[src/bcd_pkg.sv]
package bcd_pkg;
  // Special file addresses
  localparam logic [6:0] F_TIMER0_COUNT = 7'h01;
  localparam logic [6:0] F_STATUS = 7'h03;
  localparam logic [6:0] F_PORT = 7'h06;
  // Identification words sit above the 13-bit execution space
  localparam logic [13:0] ID_BASE = 14'h2000;
  localparam int unsigned ID_WORDS = 4;
  localparam int unsigned STK_DEPTH = 8;
  // Register port offsets
  localparam logic [3:0] R_CTRL = 4'h0;
  localparam logic [3:0] R_STATUS = 4'h1;
  localparam logic [3:0] R_W = 4'h2;
  localparam logic [3:0] R_PC = 4'h3;
  localparam logic [3:0] R_TIMER0_COUNT = 4'h4;
  localparam logic [3:0] R_ID_ADDR = 4'h5;
  localparam logic [3:0] R_ID_DATA = 4'h6;
  // Control bit positions and reset value
  localparam int unsigned CB_RUN = 0;
  localparam int unsigned CB_PROG = 1;
  localparam int unsigned CB_PSA = 2;
  localparam int unsigned CB_GIE = 3;
  localparam logic [3:0] CTRL_RST = 4'h0;
  // Status bit positions and reset value (expiry and sleep flags high)
  localparam int unsigned SB_C = 0;
  localparam int unsigned SB_DC = 1;
  localparam int unsigned SB_Z = 2;
  localparam int unsigned SB_PD = 3;
  localparam int unsigned SB_TO = 4;
  localparam logic [4:0] STATUS_RST = 5'h18;
  localparam logic [12:0] PC_RST = 13'h0;
  // Byte-oriented operation codes
  localparam logic [3:0] OP_MISC = 4'h0;
  localparam logic [3:0] OP_CLEAR = 4'h1;
  localparam logic [3:0] OP_SUB_W_FILE = 4'h2;
  localparam logic [3:0] OP_DEC = 4'h3;
  localparam logic [3:0] OP_OR_W_FILE = 4'h4;
  localparam logic [3:0] OP_AND_W_FILE = 4'h5;
  localparam logic [3:0] OP_XOR_W_FILE = 4'h6;
  localparam logic [3:0] OP_ADD_W_FILE = 4'h7;
  localparam logic [3:0] OP_MOVE = 4'h8;
  localparam logic [3:0] OP_COMP = 4'h9;
  localparam logic [3:0] OP_INC = 4'ha;
  localparam logic [3:0] OP_DEC_SKIP_ZERO = 4'hb;
  localparam logic [3:0] OP_ROTATE_RIGHT_CARRY = 4'hc;
  localparam logic [3:0] OP_ROTATE_LEFT_CARRY = 4'hd;
  localparam logic [3:0] OP_SWAP = 4'he;
  localparam logic [3:0] OP_INC_SKIP_ZERO = 4'hf;
  // Literal operation codes
  localparam logic [3:0] OP_OR_LITERAL = 4'h8;
  localparam logic [3:0] OP_AND_LITERAL = 4'h9;
  localparam logic [2:0] OP_LITERAL_MINUS_W = 3'h6;
  localparam logic [2:0] OP_ADD_LITERAL = 3'h7;
  // Fixed control words, low byte
  localparam logic [7:0] LO_RETURN = 8'h08;
  localparam logic [7:0] LO_INTERRUPT_RETURN = 8'h09;
  localparam logic [7:0] LO_SLEEP = 8'h63;
  localparam logic [7:0] LO_WATCHDOG_CLEAR_OP = 8'h64;
  typedef enum logic [2:0] {
    ST_RUN = 3'b001,
    ST_FLUSH = 3'b010,
    ST_SLEEP = 3'b100
  } bcd_state_t;
endpackage : bcd_pkg

[src/bcd_addsub.sv]
`timescale 1ns/10ps
module bcd_addsub (
  input wire logic [7:0] a_i,
  input wire logic [7:0] b_i,
  input wire logic sub_i,
  output logic [7:0] y_o,
  output logic c_o,
  output logic dc_o
);
  logic [7:0] bb;
  logic [8:0] full;
  logic [4:0] half;
  // Subtract as a plus inverted b plus one, so carry out means no borrow
  assign bb = sub_i ? ~b_i : b_i;
  assign full = {1'b0, a_i} + {1'b0, bb} + 9'(sub_i);
  assign half = {1'b0, a_i[3:0]} + {1'b0, bb[3:0]} + 5'(sub_i);
  assign y_o = full[7:0];
  assign c_o = full[8];
  assign dc_o = half[4];
endmodule : bcd_addsub

[src/bcd_core.sv]
`timescale 1ns/10ps
// How it works
// - File ops: top 00, op, dest, address; OR/AND/XOR touch only zero flag.
// - Rotates through carry, left 1101 right 1100, one cycle, carry only.
// - Decrement/increment and skip on zero result; no flags; two cycles when skipping.
// - Bit ops under 01: clear, set, test-skip-clear, test-skip-set with bit index.
// - Literal minus W and literal add update carry, half carry, zero.
// - OR and AND of literal into W update only zero flag.
// - Call, jump with 11-bit target, return-with-literal; each two cycles.
// - Standby and watchdog-clear words set the expiry flag; standby clears the sleep flag, watchdog-clear sets it.
// - Branch or true test costs a second, empty cycle.
// - Reads of the I/O port take pin levels, not the latch.
// - Writing the timer0 count clears the prescaler when assigned to timer0.
// - Four identification words unreachable by execution, accessible in program mode.
// - Interrupt return pops the stacked address and sets global enable.
module bcd_core
  import bcd_pkg::*;
(
  input wire logic clk_i,
  input wire logic sys_rst_i,
  output logic [12:0] pmem_addr_o,
  input wire logic [13:0] pmem_data_i,
  input wire logic [7:0] pin_i,
  output logic [7:0] port_latch_o,
  output logic psc_clr_o,
  output logic wdt_clr_o,
  output logic sleep_o,
  input wire logic wake_i,
  input wire logic [3:0] reg_addr_i,
  input wire logic [15:0] reg_wdata_i,
  input wire logic reg_we_i,
  input wire logic reg_re_i,
  output logic [15:0] reg_rdata_o
);
  import bcd_pkg::*;

  typedef struct packed {
    bcd_state_t st;
    logic skip;
    logic [12:0] pc;
    logic [7:0] w;
    logic [4:0] status;
    logic [3:0] ctrl;
    logic [7:0] timer0_count;
    logic [7:0] port;
    logic [2:0] sp;
    logic [STK_DEPTH-1:0][12:0] stk;
    logic [127:0][7:0] ram;
    logic [ID_WORDS-1:0][13:0] id;
    logic [1:0] id_idx;
    logic psc_clr;
    logic wdt_clr;
    logic [15:0] rdata;
  } bcd_core_st_t;

  bcd_core_st_t q;
  bcd_core_st_t d;
  logic [13:0] ins;
  logic [6:0] fa;
  logic dst;
  logic [2:0] bidx;
  logic [7:0] k8;
  logic [7:0] fval;
  logic [7:0] add_a;
  logic add_sub;
  logic [7:0] add_y;
  logic add_c;
  logic add_dc;
  logic ex;
  logic [7:0] res;
  logic wr_f;
  logic wr_w;
  logic upd_z;
  logic upd_c;
  logic upd_dc;
  logic new_c;
  logic new_dc;
  logic skip_now;

  assign ins = pmem_data_i;
  assign fa = ins[6:0];
  assign dst = ins[7];
  assign bidx = ins[9:7];
  assign k8 = ins[7:0];
  assign ex = (q.st == ST_RUN) && q.ctrl[CB_RUN];

  // Port reads always see the pins, so read-modify-write writes back pin levels
  always_comb
  begin
    case (fa)
      F_TIMER0_COUNT: fval = q.timer0_count;
      F_STATUS: fval = {3'h0, q.status};
      F_PORT: fval = pin_i;
      default: fval = q.ram[fa];
    endcase
  end

  assign add_a = (ins[13:12] == 2'b11) ? k8 : fval;
  assign add_sub = (ins[13:12] == 2'b11) ? (ins[11:9] == OP_LITERAL_MINUS_W) : (ins[11:8] == OP_SUB_W_FILE);

  bcd_addsub u_addsub (
    .a_i(add_a),
    .b_i(q.w),
    .sub_i(add_sub),
    .y_o(add_y),
    .c_o(add_c),
    .dc_o(add_dc)
  );

  always_comb
  begin
    d = q;
    res = fval;
    wr_f = 1'b0;
    wr_w = 1'b0;
    upd_z = 1'b0;
    upd_c = 1'b0;
    upd_dc = 1'b0;
    new_c = add_c;
    new_dc = add_dc;
    skip_now = 1'b0;
    d.psc_clr = 1'b0;
    d.wdt_clr = 1'b0;
    d.rdata = 16'h0;
    d.timer0_count = q.timer0_count + 8'h1;
    if (reg_we_i)
    begin
      case (reg_addr_i)
        R_CTRL: d.ctrl = reg_wdata_i[3:0];
        R_ID_ADDR: d.id_idx = reg_wdata_i[1:0];
        R_ID_DATA: if (q.ctrl[CB_PROG]) d.id[q.id_idx] = reg_wdata_i[13:0];
        default: d.rdata = 16'h0;
      endcase
    end
    if (reg_re_i)
    begin
      case (reg_addr_i)
        R_CTRL: d.rdata = {12'h0, q.ctrl};
        R_STATUS: d.rdata = {11'h0, q.status};
        R_W: d.rdata = {8'h0, q.w};
        R_PC: d.rdata = {3'h0, q.pc};
        R_TIMER0_COUNT: d.rdata = {8'h0, q.timer0_count};
        R_ID_ADDR: d.rdata = {14'h0, q.id_idx};
        R_ID_DATA: d.rdata = q.ctrl[CB_PROG] ? {2'h0, q.id[q.id_idx]} : 16'h0;
        default: d.rdata = 16'h0;
      endcase
    end
    case (q.st)
      ST_RUN:
      begin
        if (q.ctrl[CB_RUN])
        begin
          // A 13-bit counter can never reach the identification words
          d.pc = q.pc + 13'h1;
          case (ins[13:12])
            2'b00:
            begin
              if (ins[11:8] != OP_MISC)
              begin
                wr_f = dst;
                wr_w = !dst;
              end
              case (ins[11:8])
                OP_MISC:
                begin
                  if (dst)
                  begin
                    res = q.w;
                    wr_f = 1'b1;
                  end
                  else if (k8 == LO_RETURN || k8 == LO_INTERRUPT_RETURN)
                  begin
                    d.sp = q.sp - 3'h1;
                    d.pc = q.stk[q.sp - 3'h1];
                    d.st = ST_FLUSH;
                    if (k8[0])
                      d.ctrl[CB_GIE] = 1'b1;
                  end
                  else if (k8 == LO_SLEEP)
                  begin
                    d.status[SB_TO] = 1'b1;
                    d.status[SB_PD] = 1'b0;
                    d.wdt_clr = 1'b1;
                    d.st = ST_SLEEP;
                  end
                  else if (k8 == LO_WATCHDOG_CLEAR_OP)
                  begin
                    d.status[SB_TO] = 1'b1;
                    d.status[SB_PD] = 1'b1;
                    d.wdt_clr = 1'b1;
                  end
                end
                OP_CLEAR:
                begin
                  res = 8'h0;
                  upd_z = 1'b1;
                end
                OP_SUB_W_FILE, OP_ADD_W_FILE:
                begin
                  res = add_y;
                  upd_z = 1'b1;
                  upd_c = 1'b1;
                  upd_dc = 1'b1;
                end
                OP_DEC:
                begin
                  res = fval - 8'h1;
                  upd_z = 1'b1;
                end
                OP_OR_W_FILE:
                begin
                  res = fval | q.w;
                  upd_z = 1'b1;
                end
                OP_AND_W_FILE:
                begin
                  res = fval & q.w;
                  upd_z = 1'b1;
                end
                OP_XOR_W_FILE:
                begin
                  res = fval ^ q.w;
                  upd_z = 1'b1;
                end
                OP_MOVE, OP_COMP, OP_INC:
                begin
                  res = (ins[11:8] == OP_MOVE) ? fval : (ins[11:8] == OP_COMP) ? ~fval : fval + 8'h1;
                  upd_z = 1'b1;
                end
                OP_DEC_SKIP_ZERO, OP_INC_SKIP_ZERO:
                begin
                  res = ins[10] ? fval + 8'h1 : fval - 8'h1;
                  skip_now = (res == 8'h0);
                end
                OP_ROTATE_RIGHT_CARRY:
                begin
                  res = {q.status[SB_C], fval[7:1]};
                  new_c = fval[0];
                  upd_c = 1'b1;
                end
                OP_ROTATE_LEFT_CARRY:
                begin
                  res = {fval[6:0], q.status[SB_C]};
                  new_c = fval[7];
                  upd_c = 1'b1;
                end
                OP_SWAP: res = {fval[3:0], fval[7:4]};
                default: res = fval;
              endcase
            end
            2'b01:
            begin
              if (!ins[11])
              begin
                res[bidx] = ins[10];
                wr_f = 1'b1;
              end
              else
                skip_now = (fval[bidx] == ins[10]);
            end
            2'b10:
            begin
              if (!ins[11])
              begin
                d.stk[q.sp] = q.pc + 13'h1;
                d.sp = q.sp + 3'h1;
              end
              d.pc = {q.pc[12:11], ins[10:0]};
              d.st = ST_FLUSH;
            end
            default:
            begin
              wr_w = 1'b1;
              res = k8;
              if (ins[11:10] == 2'b01)
              begin
                d.sp = q.sp - 3'h1;
                d.pc = q.stk[q.sp - 3'h1];
                d.st = ST_FLUSH;
              end
              else if (ins[11:8] == OP_OR_LITERAL || ins[11:8] == OP_AND_LITERAL)
              begin
                res = ins[8] ? (k8 & q.w) : (k8 | q.w);
                upd_z = 1'b1;
              end
              else if (ins[11:10] == 2'b11)
              begin
                res = add_y;
                upd_z = 1'b1;
                upd_c = 1'b1;
                upd_dc = 1'b1;
              end
              else if (ins[11:10] != 2'b00)
                wr_w = 1'b0;
            end
          endcase
          if (wr_w)
            d.w = res;
          if (wr_f)
          begin
            case (fa)
              F_TIMER0_COUNT:
              begin
                d.timer0_count = res;
                d.psc_clr = q.ctrl[CB_PSA];
              end
              F_STATUS: d.status[2:0] = res[2:0];
              F_PORT: d.port = res;
              default: d.ram[fa] = res;
            endcase
          end
          // Flags are applied after the file write so they win over a status target
          if (upd_z)
            d.status[SB_Z] = (res == 8'h0);
          if (upd_c)
            d.status[SB_C] = new_c;
          if (upd_dc)
            d.status[SB_DC] = new_dc;
          if (skip_now)
          begin
            d.st = ST_FLUSH;
            d.skip = 1'b1;
          end
        end
      end
      ST_FLUSH:
      begin
        // The fetched word is discarded; a skip also steps over it
        d.st = ST_RUN;
        d.skip = 1'b0;
        if (q.skip)
          d.pc = q.pc + 13'h1;
      end
      ST_SLEEP:
      begin
        if (wake_i)
          d.st = ST_RUN;
      end
      default: d.st = ST_RUN;
    endcase
  end

  always_ff @(posedge clk_i)
  begin
    if (sys_rst_i)
    begin
      q <= '0;
      q.st <= ST_RUN;
      q.pc <= PC_RST;
      q.status <= STATUS_RST;
      q.ctrl <= CTRL_RST;
    end
    else
      q <= d;
  end

  assign pmem_addr_o = q.pc;
  assign port_latch_o = q.port;
  assign psc_clr_o = q.psc_clr;
  assign wdt_clr_o = q.wdt_clr;
  assign sleep_o = q.st[2];
  assign reg_rdata_o = q.rdata;
endmodule : bcd_core

[config.mk]
export PLATFORM = sky130hd
export DESIGN_NAME = bcd_core
export DESIGN_NICKNAME = d
export VERILOG_FILES = /design/src/bcd_pkg.sv /design/src/bcd_addsub.sv /design/src/bcd_core.sv
export SDC_FILE = /design/constraint.sdc
export NUM_CORES = 2
export LEC_CHECK = 0
export ABC_AREA = 1
export BUFFER_PORTS_ARGS = -buffer_cell sky130_fd_sc_hd__buf_2
export CAP_MARGIN = 10
export CORE_MARGIN = 2
export CORE_UTILIZATION = 30
export CTS_CLUSTER_DIAMETER = 100
export DETAILED_ROUTE_END_ITERATION = 16
export PLACE_DENSITY = 0.52
export SLEW_MARGIN = 25
export SYNTH_ARGS = -nofsm -noshare
export SYNTH_HDL_FRONTEND = slang
export SYNTH_HIERARCHICAL = 1
export SYNTH_SLANG_ARGS = --single-unit
[constraint.sdc]
create_clock -name clk_i -period 5.6 [get_ports clk_i]
set_input_delay 0.56 -clock clk_i [delete_from_list [all_inputs] [get_ports clk_i]]
set_output_delay 0.56 -clock clk_i [all_outputs]
set_load 0.05 [all_outputs]
Word level (Yosys, flattened, before mapping)
Index checks and enable logic that the tools add are counted.

operators by class
  $add $sub $neg = 10
  multiply operators = 0
  div/mod/pow operators = 0
  magnitude comparators = 9
  eq/ne operators = 52
  shift operators = 0
  multiplexer cells = 131
  bitwise logic cells = 19
  reduce and logical (&&, ||, !) cells = 49

operator list
  kind                  number
  $mux W1147            2
  $mux W1024            2
  $bwmux W1024          1
  $mux W8               18
  $mux W107             1
  $bwmux W104           1
  $mux W104             1
  $pmux W14 S7          1
  $pmux W8 S12          1
  $mux W13              7
  $bmux W8 S7           1
  $bwmux W56            1
  $demux W8 S7          1
  $pmux W8 S3           2
  $mux W1               46
  $mux W14              3
  $bmux W13 S3          1
  $demux W13 S3         1
  $pmux W13 S3          1
  $mux W3               12
  $eq A4 B4 Y1 const B  8
  $mux W31              1
  $bmux W14 S2          1
  $demux W14 S2         1
  71 further kinds      155

word-level totals
  bits in registers = 1257
  latch bits = 0
  RAM bits = 0
  ROM bits = 0
  input port bits = 47
  output and inout bits = 40
  memories kept = 0

Depth between registers and ports, before layout
  depth in word-level cells = 17
  depth in mapped cells = 42
  mapped depth without buffers = 38

Cells and area by module
The synthesis kept the hierarchy.

by module, submodules not included
  module      instances  cells each  area an instance (um2)
  bcd_core    1          9713        62864.0
  bcd_addsub  1          73          446.7

Worst setup path before layout
Ideal clock, no wire load.

  kind = input to register
  from = input port pmem_data_i[3]
  to = register q[250] (netlist bit)
  arrival time = 4.410 ns
  required time = 5.487 ns
  slack = 1.077 ns
  stages on the path = 33
  buffers on the path = 3
  cell sequence = buf_2 -> nor2_1 -> inv_2 -> nor2_4 -> inv_2 -> nor2_2 -> inv_1 -> o221ai_1 -> nor2_1 -> o21bai_4 -> o21ai_0 -> nand2_1 -> nand2_2 -> inv_1 -> fa_1 -> o21ai_2 -> nand2_2 -> nand3_1 -> nand2_1 -> nand2_1 -> o211ai_1 -> a211oi_1 -> o21ai_0 -> nor2_1 -> nand2_1 -> inv_1 -> nand3_1 -> nand2_1 -> nand3_2 -> buf_4 -> buf_2 -> o21ai_1 -> inv_1

on the way
  word-level cells in the longest chain between the ends = 13
  elaborated cells on any way between the ends = 37

ends and longest elaborated chain
  what                           line              text
  start: declaration             bcd_core.sv:22    input wire logic [13:0] pmem_data_i,
  $bmux W8 S7                    bcd_core.sv:94    default: fval = q.ram[fa];
  $mux W8 (not written as such)  bcd_core.sv:94
  $pmux W8 S3 *                  bcd_core.sv:90    case (fa)
  $mux W8 *                      bcd_core.sv:98    assign add_a = (ins[13:12] == 2'b11) ? k8 : fval;
  net add_a[0]                   bcd_core.sv:64    logic [7:0] add_a;
  $add A8 B8 Y9 *                bcd_addsub.sv:15  assign full = {1'b0, a_i} + {1'b0, bb} + 9'(sub_i);
  $add A9 B1 Y9 *                bcd_addsub.sv:15
  net add_y[6]                   bcd_core.sv:66    logic [7:0] add_y;
  $mux W8                        bcd_core.sv:286   else if (ins[11:10] == 2'b11)
  $mux W8                        bcd_core.sv:281   else if (ins[11:8] == OP_OR_LITERAL || ins[11:8] == OP_AND_LITERAL)
  $mux W8                        bcd_core.sv:275   if (ins[11:10] == 2'b01)
  $pmux W8 S3 *                  bcd_core.sv:155   case (ins[13:12])
  $mux W8 *                      bcd_core.sv:151   if (q.ctrl[CB_RUN])
  $mux W8 *                      bcd_core.sv:148   case (q.st)
  $bwmux W1024 *                 bcd_core.sv:309   default: d.ram[fa] = res;
  end: declaration               bcd_core.sv:56    bcd_core_st_t q;

Mark *: on every way through the listed nets, which the timed path passes. The rest lies on a longest branch. The select of a mux whose other input is x is not followed.
A chain may end at the register's enable or synchronous reset.

Final worst setup path
  from = input port pmem_data_i[1]
  to = register q[914] (netlist bit)

on the way
  word-level cells in the longest chain between the ends = 13
  elaborated cells on any way between the ends = 37

ends and longest elaborated chain
  what                           line
  $bmux W8 S7                    bcd_core.sv:94
  $mux W8 (not written as such)  bcd_core.sv:94
  $pmux W8 S3                    bcd_core.sv:90
  $mux W8 *                      bcd_core.sv:98
  net add_a[1]                   bcd_core.sv:64
  $add A8 B8 Y9 *                bcd_addsub.sv:15
  $add A9 B1 Y9 *                bcd_addsub.sv:15
  net add_y[6]                   bcd_core.sv:66
  $mux W8                        bcd_core.sv:286
  $mux W8                        bcd_core.sv:281
  $mux W8                        bcd_core.sv:275
  $pmux W8 S3 *                  bcd_core.sv:155
  $mux W8 *                      bcd_core.sv:151
  $mux W8 *                      bcd_core.sv:148
  $bwmux W1024 *                 bcd_core.sv:309

Marks and branches as above.

==> impl_metrics.toml <==
[clock_network]
path_clk_slew_ns = 0.06
clk_latency_ns = 0.83
cts_tree = "done"
cts_made_buffers = 148
cts_root_buffer = "clkbuf_16"
cts_max_level = 4
clock-sinks = 1254
post_cts_buffers = 0
cts.path.max_buffers = 3

[routing]
via_per_inst = 4.80
drt_first_iter_violations = 5600
first_pass_iters = 6
wl_mm = 225
num_vias = 60700
drt-wirelength-per-cell_um = 17.8
antenna_left = 0
route.detailed.drc = 0

[global_route]
grt_overflow = 0
use_met2_pct = 31.8
grt_use_total_pct = 20.2
grt_max_degree = 230
grt_busiest_layer = "met2"
grt_pass1_vias = 54600
antenna_found_initial = 2
use_met3_pct = 3.26
grt_pass1_wl_mm = 339
met1_usage_pct = 28.2

[die]
rows = 168
chipWidth_um = 463
coreArea_um2 = 210000
ioPinCount = 87
initial_utilization_pct = 30.2
fp.dieH_um = 463
dieArea_um2 = 215000

[worst_setup_path]
critPathLaunchType = "input port"
crit_cells = 33
worstPathArrival_ns = 5.89
crit_path_top_delay_cell = "fa_1"
path_buf_inv = 8
reg2reg_depth = 31
reg2reg_slack_ns = 0.51
critPathCaptureType = "register"
critPathKind = "in2reg"
worst-path-max-fanout = 71
slowest_delay_ns = 0.48
cp_top_family = "simple AND/OR/NAND/NOR gates"
cp.required_ns = 6.32

[timing]
clock_skew_ns = 0.0563
finalMaxSlewViolations = 0
fin_ws_ns = 0.427
hold_ws_ns = 0.0781
hold_viol = 0
grt_setup_unrepaired = "false"
finalSetupViolCount = 0
fin_crit_ns = 5.17
worstMarginPinSlew_ns = 1.08
slew-limit-headroom_pct = 28.0
period_share_pct = 92.4
fmax_mhz = 193

[power]
p_leak_nw = 35.0
clkPwrFrac_pct = 48.1
seqPwrFrac_pct = 42.1
p_comb_share_pct = 9.9
swShare_pct = 26.8
internal-power_mw = 15.5
p_sw_mw = 5.71
powerDensity_nw_per_um2 = 289
ir_drop_mv = 0.351
power_mw = 21.2

[synth]
synth.most_common_cell = "inv_1"
async_reset_ff_share_pct = 0
yosysTopAreaCellShare_pct = 39.7
synth_area_um2 = 63300
synth-seq-cells = 1254
synthFlopType = "dfxtp_1"
synth_top_cell_by_area = "dfxtp_1"
synth_cell_types = 62
synth_common_cells = "2286 x inv_1, 1382 x a21oi_1, 1260 x nand2_1, 1254 x dfxtp_1, 1163 x o21ai_0"
postSynthAreaPerCell_um2 = 6.47
yosysWarningCount = 6
synthTopCellsByArea = "dfxtp_1 40%, inv_1 14%, a21oi_1 11%"
synth-edff-count = 0
ys_seq_area_share_pct = 39.7
syn-instance-count = 9786

[hold_path]
hold_path.class = "in2reg"
min_path_cells = 3

[placement]
port_buffers = 82
dp_hpwl_mm = 152
placedInstanceArea_um2 = 68100
dp_slack_ns = -0.299
place_congestion = 0.928

[job]
drv_cap = 0

[layout]
layout-drive-gt1-share_pct = 7.85
finalCoreUtilization_pct = 35.0
layout.nets = 9811
final_area_um2 = 73500
syn_to_final_growth_pct = 16.0

[run_status]
status = "finished clean"
==> sequential cells by signal, summed over array words and instances (netlist names) <==
name and flops:
pmem_addr_o 13, port_latch_o 8, psc_clr_o 1, q 1216
reg_rdata_o 14, sleep_o 1, wdt_clr_o 1
==> through the flow <==
step | cells | TNS (ns)
finish | 12700 | 0
global route | 12700 | 0
CTS | 12600 | 0
detailed placement | 12400 | -45.12
global placement | 12400 | -44.78
floorplan | 9787 | 0
==> cell usage in the layout (no fill, tap or decap), types with 47 or more instances in the layout <==
master and n:
inv_1 2283, a21oi_1 1382, nand2_1 1260, dfxtp_1 1253, o21ai_0 1163, nor2_1 760
nand3_1 311, buf_4 284, o21ai_1 247, clkbuf_16 149, buf_12 82, buf_2 78
o22ai_1 63, nand4_1 47
==> final timing paths <==
path / from / to
hold / removal: reg_wdata_i[4] / q[38]
setup / recovery: pmem_data_i[1] / q[914]
setup reg to reg: q[908] / q[914]
hold reg to reg: q[91] / q[91]
==> cell type report <==
type | instances | area, um2
clock inverters | 48 | 800
flip-flops and latches | 1254 | 25100
well taps | 2805 | 3510
clock buffers | 217 | 4380
repair buffers | 457 | 4350
diodes | 1 | 2.50
inverters | 2316 | 8700
multi-input cells | 5553 | 26600
fillers | 22700 | 136000
==> metal layers <==
layer | share of wire [%] | up-vias | wire [um]
met5 | 0 | - | 0
met4 | 3.0 | 0 | 6740
met3 | 6.9 | 314 | 15500
met2 | 44 | 1904 | 98600
met1 | 46 | 28100 | 104000
li1 | - | 30400 | -
==> worst min-delay path, stage by stage <==
cell,delay [ns]
buf_2,0.15
nor2_1,0.06
nor2_1,0.09
==> what timing repair did <==
action,in CTS,in global routing
hold buffers,9,0
resized for setup,0,0
endpoints found under the hold margin,18,0
==> power groups by stage <==
stage / Clock, mW / Sequential (mW) / Combinational (mW)
4_1_cts: 10.4 / 8.94 / 2.07
5_1_grt: 10.8 / 8.94 / 2.20
6_report: 10.2 / 8.94 / 2.10
3_3_place_gp: 0 / 9.14 / 2.06
3_5_place_dp: 0 / 9.14 / 2.06
2_1_floorplan: 0 / 9.13 / 1.00
==> logic make-up (layout without fill, tap and decap cells) <==
logic type                 Yosys count  after routing  synth area share (%)
xor gates and xnor gates            24             24                 0.332
buffers and inverters             2980           3038                  18.6
AOI/OAI and AO/OA                 3017           3017                  24.8
adders and majority gates           34             34                 0.684
and+or+nand+nor                   2476           2476                  16.0
DFF                               1254           1254                  39.7
other                                1              3               0.00592
No activity file was read; power rests on OpenSTA's default activity.
